===== src/rtl/srbs_pkg.sv =====
// Package for the serial readback and status block.
// Assumes a single 25 MHz system clock and a four-wire serial link.
package srbs_pkg;
    // ==========================================================
    // Frame layout.
    localparam int FRAME_BITS = 24;
    localparam int RNW_BIT = 23;
    localparam int ADDR_HI_BIT = 22;
    localparam int ADDR_LO_BIT = 21;
    localparam int SEL_MSB = 20;
    localparam int SEL_LSB = 16;
    localparam int REG_ADDR_MSB = 20;
    localparam int REG_ADDR_LSB = 16;
    // ==========================================================
    // Read select codes.
    localparam logic [4:0] SEL_DATA = 5'h00;
    localparam logic [4:0] SEL_CTRL = 5'h04;
    localparam logic [4:0] SEL_GAIN = 5'h08;
    localparam logic [4:0] SEL_OFFS = 5'h0C;
    localparam logic [4:0] SEL_CLR = 5'h10;
    localparam logic [4:0] SEL_SLEW = 5'h14;
    localparam logic [4:0] SEL_STATUS = 5'h18;
    localparam logic [4:0] SEL_MAIN = 5'h19;
    localparam logic [4:0] SEL_BOOST = 5'h1A;
    // ==========================================================
    // Write address codes for the register groups (chosen layout).
    localparam logic [2:0] WR_DATA = 3'h0;
    localparam logic [2:0] WR_GAIN = 3'h1;
    localparam logic [2:0] WR_OFFS = 3'h2;
    localparam logic [2:0] WR_CLR = 3'h3;
    localparam logic [2:0] WR_CTRL = 3'h4;
    localparam logic [2:0] WR_SW = 3'h5;
    localparam logic [2:0] WR_MAIN = 3'h6;
    localparam logic [2:0] WR_BOOST = 3'h7;
    localparam int WR_MSB = 20;
    localparam int WR_LSB = 18;
    localparam int CH_MSB = 17;
    localparam int CH_LSB = 16;
    // Control word subcodes in D15..D13.
    localparam logic [2:0] CTL_SLEW = 3'h0;
    // ==========================================================
    // Slew word fields.
    localparam int SLEW_EN_BIT = 12;
    localparam int SLEW_RATE_MSB = 6;
    localparam int SLEW_RATE_LSB = 3;
    localparam int SLEW_STEP_MSB = 2;
    localparam int SLEW_STEP_LSB = 0;
    // Main control echo enable position (chosen).
    localparam int ECHO_BIT = 11;
    // Software register user toggle position (chosen).
    localparam int TOGGLE_BIT = 12;
    // ==========================================================
    // Status word fields.
    localparam int ST_BOOST_LSB = 12;
    localparam int ST_TOGGLE = 11;
    localparam int ST_PEC = 10;
    localparam int ST_RAMP = 9;
    localparam int ST_OTEMP = 8;
    localparam int ST_VF_LSB = 4;
    localparam int ST_IF_LSB = 0;
    localparam logic [15:0] REG_RESET = 16'h0000;
    localparam logic [23:0] NOP_FRAME = 24'h1C_E000;
endpackage


===== src/rtl/srbs_regs_if.sv =====
// Interface carrying a write strobe and readback between the frame
// logic and the register store.  Same clock on both sides.
`timescale 1ns/100ps
interface srbs_regs_if;
    logic wr_en;
    logic [4:0] wr_idx;
    logic [15:0] wr_data;
    logic [4:0] rd_idx;
    logic [15:0] rd_data;
    modport ctl (output wr_en, output wr_idx, output wr_data,
        output rd_idx, input rd_data);
    modport mem (input wr_en, input wr_idx, input wr_data,
        input rd_idx, output rd_data);
endinterface


===== src/rtl/srbs_store.sv =====
// Small memory of 32 sixteen-bit words with a registered read port.
// Assumes the caller on the same clock drives the interface.
`timescale 1ns/100ps
module srbs_store (
    // Clock and reset.
    input wire logic mclk,
    input wire logic reset,
    // Register access.
    srbs_regs_if.mem bus
);
    import srbs_pkg::*;
    logic [15:0] mem_ff [32];

    // ==========================================================
    // Storage is written on a strobe; read data come from a flop.
    always_ff @(posedge mclk) begin
        if (bus.wr_en) begin
            mem_ff[bus.wr_idx] <= bus.wr_data;
        end
    end

    // Reset only clears the read flop; memory has no reset value.
    always_ff @(posedge mclk) begin
        if (reset) begin
            bus.rd_data <= REG_RESET;
        end else begin
            bus.rd_data <= mem_ff[bus.rd_idx];
        end
    end
endmodule // srbs_store


===== src/rtl/srbs_top.sv =====
// Serial slave frame logic, register readback and status word.
// Assumes serial pins arrive asynchronously and mclk is far faster.
//
// Operation
// - Top frame bit set marks the frame as a read request.
// - Device address bits plus five select bits pick the readback.
// - Low sixteen bits of a read request are ignored.
// - Next transfer shifts the selected register out on sdo.
// - No-op frame is 0x1CE000 with device address bits set.
// - Codes 0 to 3 return channel data registers.
// - Codes 4 to 7 return channel control registers.
// - Codes 8 to 11 return gain calibration registers.
// - Codes 12 to 15 return offset calibration registers.
// - Codes 16 to 19 return clear-code registers.
// - Codes 20 to 23 return slew control registers.
// - Codes 24, 25, 26 return status, main and boost control.
// - Slew word: subcode 000, enable bit 12, rate 6:3, step 2:0.
// - Slew settings are held and written per channel.
// - Slew limiting applies in current and voltage modes.
// - Status register is read-only.
// - With echo enabled, status shifts out during every write not right after a read.
// - With echo clear, status needs a read and a second frame.
// - Current mode compliance loss sets boost and current fault.
// - Voltage mode regulation failure sets the boost flag.
// - Boost flags never drive the fault pin.
// - User toggle follows the software register bit.
// - Packet check bit flags an error on the last word.
// - Ramp bit set while any enabled channel is still stepping.
// - Over-temperature bit follows the hot die indication.
`timescale 1ns/100ps
module srbs_top (
    // Clock and reset.
    input wire logic mclk,
    input wire logic reset,
    // Serial link pins.
    input wire logic sclk,
    input wire logic sync_n,
    input wire logic sdin,
    output logic sdo,
    // Device address straps.
    input wire logic device_addr_hi,
    input wire logic device_addr_lo,
    // Analog monitor inputs.
    input wire logic [3:0] current_mode,
    input wire logic [3:0] compliance_lost,
    input wire logic [3:0] boost_unregulated,
    input wire logic [3:0] vout_fault,
    input wire logic [3:0] iout_short,
    input wire logic over_temp,
    input wire logic packet_check_fail,
    input wire logic [3:0] ramping,
    // Fault pin, open drain.
    output logic fault_flag_pin_o,
    output logic fault_flag_pin_oe,
    // Per-channel slew settings.
    output logic [3:0] slew_enable,
    output logic [15:0] slew_update_rate,
    output logic [11:0] slew_step_size
);
    import srbs_pkg::*;

    srbs_regs_if regs ();

    // ==========================================================
    // Monitors and straps are not timed to mclk, so each passes two
    // flops; the status word lags the monitor pins by two cycles, except the packet check bit, which is taken at frame end.
    logic [27:0] mon1_ff;
    logic [27:0] mon2_ff;
    always_ff @(posedge mclk) begin
        if (reset) begin
            mon1_ff <= 28'h000_0000;
            mon2_ff <= 28'h000_0000;
        end else begin
            mon1_ff <= {device_addr_hi, device_addr_lo, current_mode,
                compliance_lost, boost_unregulated, vout_fault,
                iout_short, ramping, over_temp, packet_check_fail};
            mon2_ff <= mon1_ff;
        end
    end
    wire addr_hi_s = mon2_ff[27];
    wire addr_lo_s = mon2_ff[26];
    wire [3:0] mode_s = mon2_ff[25:22];
    wire [3:0] comp_s = mon2_ff[21:18];
    wire [3:0] unreg_s = mon2_ff[17:14];
    wire [3:0] vflt_s = mon2_ff[13:10];
    wire [3:0] short_s = mon2_ff[9:6];
    wire [3:0] ramp_s = mon2_ff[5:2];
    wire hot_s = mon2_ff[1];
    wire pec_fail_s = mon2_ff[0];

    // ==========================================================
    // Two-stage synchronisers for the asynchronous pins.
    logic [2:0] sync1_ff;
    logic [2:0] sync2_ff;
    logic sclk_prev_ff;
    always_ff @(posedge mclk) begin
        if (reset) begin
            sync1_ff <= 3'h2; // Idle pin levels: no false link edge.
            sync2_ff <= 3'h2;
            sclk_prev_ff <= 1'b0;
        end else begin
            sync1_ff <= {sclk, sync_n, sdin};
            sync2_ff <= sync1_ff;
            sclk_prev_ff <= sync2_ff[2];
        end
    end

    wire sclk_s = sync2_ff[2];
    wire frame_n = sync2_ff[1];
    wire din_s = sync2_ff[0];
    // Data are taken on the falling link edge and launched on rising.
    wire sclk_fall = sclk_prev_ff & ~sclk_s;
    wire sclk_rise = ~sclk_prev_ff & sclk_s;

    // ==========================================================
    // Frame shifter and bit counter.
    logic [23:0] shift_ff;
    logic [4:0] count_ff;
    logic frame_done_ff;
    logic frame_prev_ff;
    wire frame_start = frame_prev_ff & ~frame_n;
    wire frame_end = ~frame_prev_ff & frame_n;
    // Short frames are dropped; longer ones keep only their first 24 bits.
    wire frame_ok = frame_end & (count_ff == 5'(FRAME_BITS));
    always_ff @(posedge mclk) begin
        if (reset) begin
            shift_ff <= 24'h00_0000;
            count_ff <= 5'h00;
            frame_prev_ff <= 1'b1;
        end else begin
            frame_prev_ff <= frame_n;
            if (frame_start) begin
                count_ff <= 5'h00;
            end else if (!frame_n && sclk_fall
                && count_ff != 5'(FRAME_BITS)) begin
                shift_ff <= {shift_ff[22:0], din_s};
                count_ff <= count_ff + 5'h01;
            end
        end
    end

    // ==========================================================
    // Frame decode.
    wire addr_match = shift_ff[ADDR_HI_BIT] == addr_hi_s
        && shift_ff[ADDR_LO_BIT] == addr_lo_s;
    wire is_read = shift_ff[RNW_BIT];
    wire [4:0] sel = shift_ff[SEL_MSB:SEL_LSB];
    wire [2:0] wr_grp = shift_ff[WR_MSB:WR_LSB];
    wire [1:0] wr_ch = shift_ff[CH_MSB:CH_LSB];
    wire [15:0] wr_word = shift_ff[15:0];
    // The no-op pattern ignores address bits, which must match anyway.
    wire is_nop = {shift_ff[23], 2'b00, shift_ff[20:0]}
        == NOP_FRAME;
    wire accept = frame_ok & addr_match;
    wire take_read = accept & is_read & ~is_nop;
    wire take_write = accept & ~is_read & ~is_nop;
    // Only the slew subcode of the control group lands in slew words.
    wire is_slew = wr_grp == WR_CTRL
        && wr_word[15:13] == CTL_SLEW;

    // Store index: the write group maps onto the read select layout.
    logic [4:0] wr_base;
    always_comb begin
        unique case (wr_grp)
            WR_DATA: wr_base = SEL_DATA;
            WR_GAIN: wr_base = SEL_GAIN;
            WR_OFFS: wr_base = SEL_OFFS;
            WR_CLR: wr_base = SEL_CLR;
            WR_CTRL: wr_base = is_slew ? SEL_SLEW : SEL_CTRL;
            WR_SW: wr_base = SEL_STATUS;
            WR_MAIN: wr_base = SEL_MAIN;
            WR_BOOST: wr_base = SEL_BOOST;
        endcase
    end
    wire per_ch = wr_grp <= WR_CTRL;
    wire sw_write = take_write && wr_grp == WR_SW;
    // Status slot is never stored; software word only moves the toggle.
    assign regs.wr_en = take_write & ~(wr_grp == WR_SW);
    assign regs.wr_idx = per_ch ? (wr_base | {3'h0, wr_ch})
        : wr_base;
    assign regs.wr_data = wr_word;

    // ==========================================================
    // Shadow copies of slew and main control for the block's own logic.
    logic [15:0] slew_ff [4];
    logic echo_ff;
    logic toggle_ff;
    always_ff @(posedge mclk) begin
        if (reset) begin
            echo_ff <= 1'b0;
            toggle_ff <= 1'b0;
        end else begin
            if (take_write && wr_grp == WR_MAIN) begin
                echo_ff <= wr_word[ECHO_BIT];
            end
            if (sw_write) begin
                toggle_ff <= wr_word[TOGGLE_BIT];
            end
        end
    end

    genvar ch;
    generate
        for (ch = 0; ch < 4; ch++) begin : g_slew
            // Each channel keeps its own settings.
            always_ff @(posedge mclk) begin
                if (reset) begin
                    slew_ff[ch] <= REG_RESET;
                end else if (take_write && is_slew
                    && wr_ch == 2'(ch)) begin
                    slew_ff[ch] <= wr_word;
                end
            end
            // Used for both output types, no mode gating.
            assign slew_enable[ch] = slew_ff[ch][SLEW_EN_BIT];
            assign slew_update_rate[ch*4 +: 4] =
                slew_ff[ch][SLEW_RATE_MSB:SLEW_RATE_LSB];
            assign slew_step_size[ch*3 +: 3] =
                slew_ff[ch][SLEW_STEP_MSB:SLEW_STEP_LSB];
        end
    endgenerate

    // ==========================================================
    // Status word, built live from monitors; only the toggle bit has a write path.
    logic [3:0] boost_flag;
    logic [3:0] iout_flag;
    generate
        for (ch = 0; ch < 4; ch++) begin : g_flag
            assign boost_flag[ch] = mode_s[ch]
                ? comp_s[ch]
                : unreg_s[ch];
            assign iout_flag[ch] = short_s[ch]
                | (mode_s[ch] & comp_s[ch]);
        end
    endgenerate
    logic pec_ff;
    always_ff @(posedge mclk) begin
        if (reset) begin
            pec_ff <= 1'b0;
        end else if (frame_ok) begin
            pec_ff <= pec_fail_s;
        end
    end
    wire ramp_active = |(ramp_s & slew_enable);
    wire [15:0] status_word = {boost_flag, toggle_ff, pec_ff,
        ramp_active, hot_s, vflt_s, iout_flag};

    // Boost flags are left out of the pin on purpose.
    wire fault_any = |vflt_s | |iout_flag | pec_ff | hot_s;
    always_ff @(posedge mclk) begin
        if (reset) begin
            fault_flag_pin_o <= 1'b0;
            fault_flag_pin_oe <= 1'b1;
        end else begin
            fault_flag_pin_oe <= ~fault_any;
        end
    end

    // ==========================================================
    // Readback select held from the read frame until the next frame.
    logic [4:0] rd_sel_ff;
    logic rd_pend_ff;
    logic [1:0] load_ff;
    always_ff @(posedge mclk) begin
        if (reset) begin
            rd_sel_ff <= 5'h00;
            rd_pend_ff <= 1'b0;
        end else if (frame_ok) begin
            rd_pend_ff <= take_read;
            if (take_read) begin
                rd_sel_ff <= sel;
            end
        end
    end
    assign regs.rd_idx = rd_sel_ff;
    // Codes above the table read back as zero.
    wire sel_valid = rd_sel_ff <= SEL_BOOST;
    wire [15:0] rd_word = (rd_sel_ff == SEL_STATUS) ? status_word
        : (sel_valid ? regs.rd_data : REG_RESET);
    // slew words are stored at their select slots directly.

    // ==========================================================
    // Output shifter, loaded two cycles after frame start, 24 bits with data low.
    // Echo needs a frame that turns out to be a write; the status is
    // launched speculatively and only matters to the host then.
    logic [23:0] out_ff;
    wire [15:0] echo_word = echo_ff ? status_word : REG_RESET;
    always_ff @(posedge mclk) begin
        if (reset) begin
            out_ff <= 24'h00_0000;
            sdo <= 1'b0;
            load_ff <= 2'h0;
        end else begin
            load_ff <= {load_ff[0], frame_start};
            if (load_ff[1]) begin
                out_ff <= {3'h0, rd_sel_ff,
                    rd_pend_ff ? rd_word : echo_word};
                sdo <= 1'b0;
            end else if (!frame_n && sclk_rise) begin
                sdo <= out_ff[23];
                out_ff <= {out_ff[22:0], 1'b0};
            end
        end
    end
    // without echo, status comes only through rd_pend_ff path.

    srbs_store u_store (
        .mclk(mclk),
        .reset(reset),
        .bus(regs)
    );
endmodule // srbs_top


===== config.mk =====
export PLATFORM = sky130hd
export DESIGN_NAME = srbs_top
export DESIGN_NICKNAME = d
export VERILOG_FILES = /design/src/rtl/srbs_pkg.sv /design/src/rtl/srbs_regs_if.sv /design/src/rtl/srbs_store.sv /design/src/rtl/srbs_top.sv
export SDC_FILE = /design/constraint.sdc
export NUM_CORES = 1
export LEC_CHECK = 0
export BUFFER_PORTS_ARGS = -buffer_cell sky130_fd_sc_hd__clkbuf_2
export CORE_AREA = 2 2 220 222
export CTS_CLUSTER_DIAMETER = 100
export DETAILED_ROUTE_END_ITERATION = 16
export DIE_AREA = 0 0 222 224
export HOLD_SLACK_MARGIN = 0.05
export MAX_ROUTING_LAYER = met4
export PLACE_DENSITY = 0.83
export SLEW_MARGIN = 20
export SYNTH_ARGS = -nofsm -noshare
export SYNTH_HDL_FRONTEND = slang
export SYNTH_SLANG_ARGS = --single-unit

===== constraint.sdc =====
create_clock -name mclk -period 3.45 [get_ports mclk]
set_clock_uncertainty 0.15 [all_clocks]
set_input_delay 0.1725 -clock mclk [delete_from_list [all_inputs] [get_ports mclk]]
set_output_delay 0.1725 -clock mclk [all_outputs]
set_load 0.05 [all_outputs]

==> run summary <==
Commonest non-fill, non-tap cell in the layout - edfxtp_1
CTS tree - yes
HP Class - in2reg
Crit start category - register
CTS Buffer Depth - 3
Final Cell Area - 30,400 um^2
CTS Buf Count - 66
Yosys cell types - 55
CP Max Fanout - 16
Area after DPL - 27,900 um^2
Max Cap Viol - 0
First-pass GRT wire length - 93,700 um
F_max - 0.329 GHz
Rel. slew slack - 44.6%
Setup Crit Path Kind - reg2reg
CTS sink count - 690
Seq/Total Area, Yosys - 73.7%
Fin crit period - 3.04 ns
Initial Util - 55.2%
DRC Markers - 0
1st-iter DRT viols - 2,049
CP dominant cell by count - buf_4
Global placer's final weighted congestion - 0.890
Die H - 224 um
H-tree depth - 3
WP data required - 3.56 ns
Drt wl/cell - 26.2 um
Slew Limit Fails - 0
Peak VDD IR - 344 uV
Critical path cell sequence - inv_1 -> ha_1 -> and4b_2 -> nand4_2 -> a311oi_1 -> buf_4 -> nand4b_1 -> nor2_1 -> buf_4
Pwr Density - 538 nW/um^2
Crit path DAT - 3.15 ns
# hold bufs at CTS - 40
RSZ-0062 raised after global routing - false
Vias - 14,889
IO buf count - 66
Antenna Nets Post-Route - 0
Mapped Cells - 1,469
Worst-path clk slew - 0.06 ns
Syn. warnings - 0
Root Buffer Master - clkbuf_16
Core ar. - 47,300 um^2
Fin nets - 1,777
Commonest non-fill, non-tap cells in the layout - edfxtp_1, dfxtp_1, mux2i_1
Leak - 10.6 nW
Final wirelength - 63,100 um
CTS resizes - 0
Crit path largest cell delay - 0.35 ns
Worst-margin pin slew - 0.829 ns
Clk_lat worst skew - 0.60 ns
Cell Rows - 80
Synthesis-stage register bit count - 690
Synthesized area - 26,100 um^2
Share of post-route cells with drive strength above 1 - 21.4%
Setup-failing EPs final - 0
Hold Violations, Final - 0
Synthesized area per cell - 17.8 um^2
Post-synth EDFFs - 544
P&R area growth vs syn - 16.4%
Vias per Instance - 6.18
Gr usage total - 26.4%
Pre-CTS WS - 0.558 ns
Die area - 49,700 um^2
Slowest CP cell - dfxtp_1
Largest net degree at the start of global routing - 57
Die Wd - 222 um
Period utilization - 88.1%
IO Pins - 68
Final WS setup - 0.409 ns
HPWL after DPL - 36,600 um
Setup TNS - 0 ns
Synth Flop Type - edfxtp_1
Async SR Flop Fraction - 0%
Drt first pass iters - 6
Post-CTS setup buffers - 0
Crit end category - register
Status - finished clean
Antenna violations before repair - 2
Global route total overflow - 0
Vias in the first global route - 15,127
## kinds of logic (layout without fill, tap and decap cells)
family                   Yosys count  in the layout  share of synthesized area (%)
other                              1             99                         0.0143
adder cells (fa/ha/maj)            2              2                         0.0957
buffers and inverters             96            323                           2.05
flip-flops                       690            690                           73.7
AO/OA/AOI/OAI                    163            163                           4.73
XOR/XNOR                           7              7                          0.235
multiplexers                     219            219                           13.0
AND/OR/NAND/NOR                  291            291                           6.18
## critical path, delay by kind of cell (launching register included)
| kind | cells | cell delay, ns |
|---|---|---|
| flops | 1 | 0.35 |
| buf+inv | 3 | 0.63 |
| compound gates | 1 | 0.35 |
| fa+ha+maj | 1 | 0.14 |
| simple gates | 4 | 1.08 |
## Yosys cell counts (11+ instances only)
master    number  area, um^2
mux2i_1      119        1190
a211oi_1      55         413
buf_2         17        85.1
a21oi_1       13        65.1
buf_4         16         120
dfxtp_1      146        2920
and2_1        20         125
edfxtp_1     544       16300
clkbuf_1      41         154
nor2b_1       77         482
nor2_1        78         293
a22oi_1       34         255
nor3_1        14        70.1
buf_6         11         124
mux4_2        96        2160
and3_1        34         213
nand2_1       25        93.8
## power by group
group | internal, mW | leakage, nW | total (mW) | switching, mW
logic | 0.101 | 3.15 | 0.271 | 0.169
registers | 8.96 | 6.37 | 9.00 | 0.0383
clock network | 4.11 | 1.05 | 7.11 | 3.00
total | 13.2 | 10.6 | 16.4 | 3.21
## sequential cells by signal, summed over array words and instances (netlist names)
register and cells:
frame_prev_ff 1, sync1_ff 3, pec_ff 1, sync2_ff 3
slew_ff 32, count_ff 5, toggle_ff 1, u_store.bus.rd_data 16
rd_pend_ff 1, sclk_prev_ff 1, sdo 1, shift_ff 24
mon1_ff 28, rd_sel_ff 5, echo_ff 1, out_ff 24
mon2_ff 28, fault_flag_pin_oe 1, load_ff 2, u_store.mem_ff 512
## through the flow
step	total power [mW]	util, %	instances	hold WS, ns
after floorplan	9.32	-	1565	0.126
after global placement	9.38	58.9	2249	0.213
after detailed placement	9.39	58.9	2249	0.215
after CTS	16.4	64.3	2407	0.185
after global routing	16.7	64.3	2409	0.211
final	16.4	64.3	2409	0.220
## worst paths after layout
check	depth (start not counted)	start	slack, ns	end
worst max-delay path	9	count_ff[0]$_SDFFE_PP0P_	0.41	u_store.mem_ff[17][8]$_DFFE_PP_
worst min-delay path	3	compliance_lost[1]	0.22	mon1_ff[19]$_SDFF_PP0_
worst max register to register	9	count_ff[0]$_SDFFE_PP0P_	0.41	u_store.mem_ff[17][8]$_DFFE_PP_
worst min register to register	1	mon1_ff[18]$_SDFF_PP0_	0.29	mon2_ff[18]$_SDFF_PP0_
## layer usage
layer | track usage [%] | share of wire [%]
met5 | - | 0
met4 | 10.9 | 4.2
met3 | 6.49 | 10
met2 | 42.4 | 49
met1 | 32.4 | 37
## layout make-up
class | instances | area [um^2]
well taps | 615 | 769
flip-flops and latches | 690 | 19300
fillers | 2980 | 16900
clock buffers | 93 | 1920
diodes | 2 | 5.00
repair buffers | 198 | 1470
clock inverters | 25 | 203
multi-input cells | 779 | 6770
inverters | 7 | 26.3
Note: power is estimated with default switching activity, not from simulation.
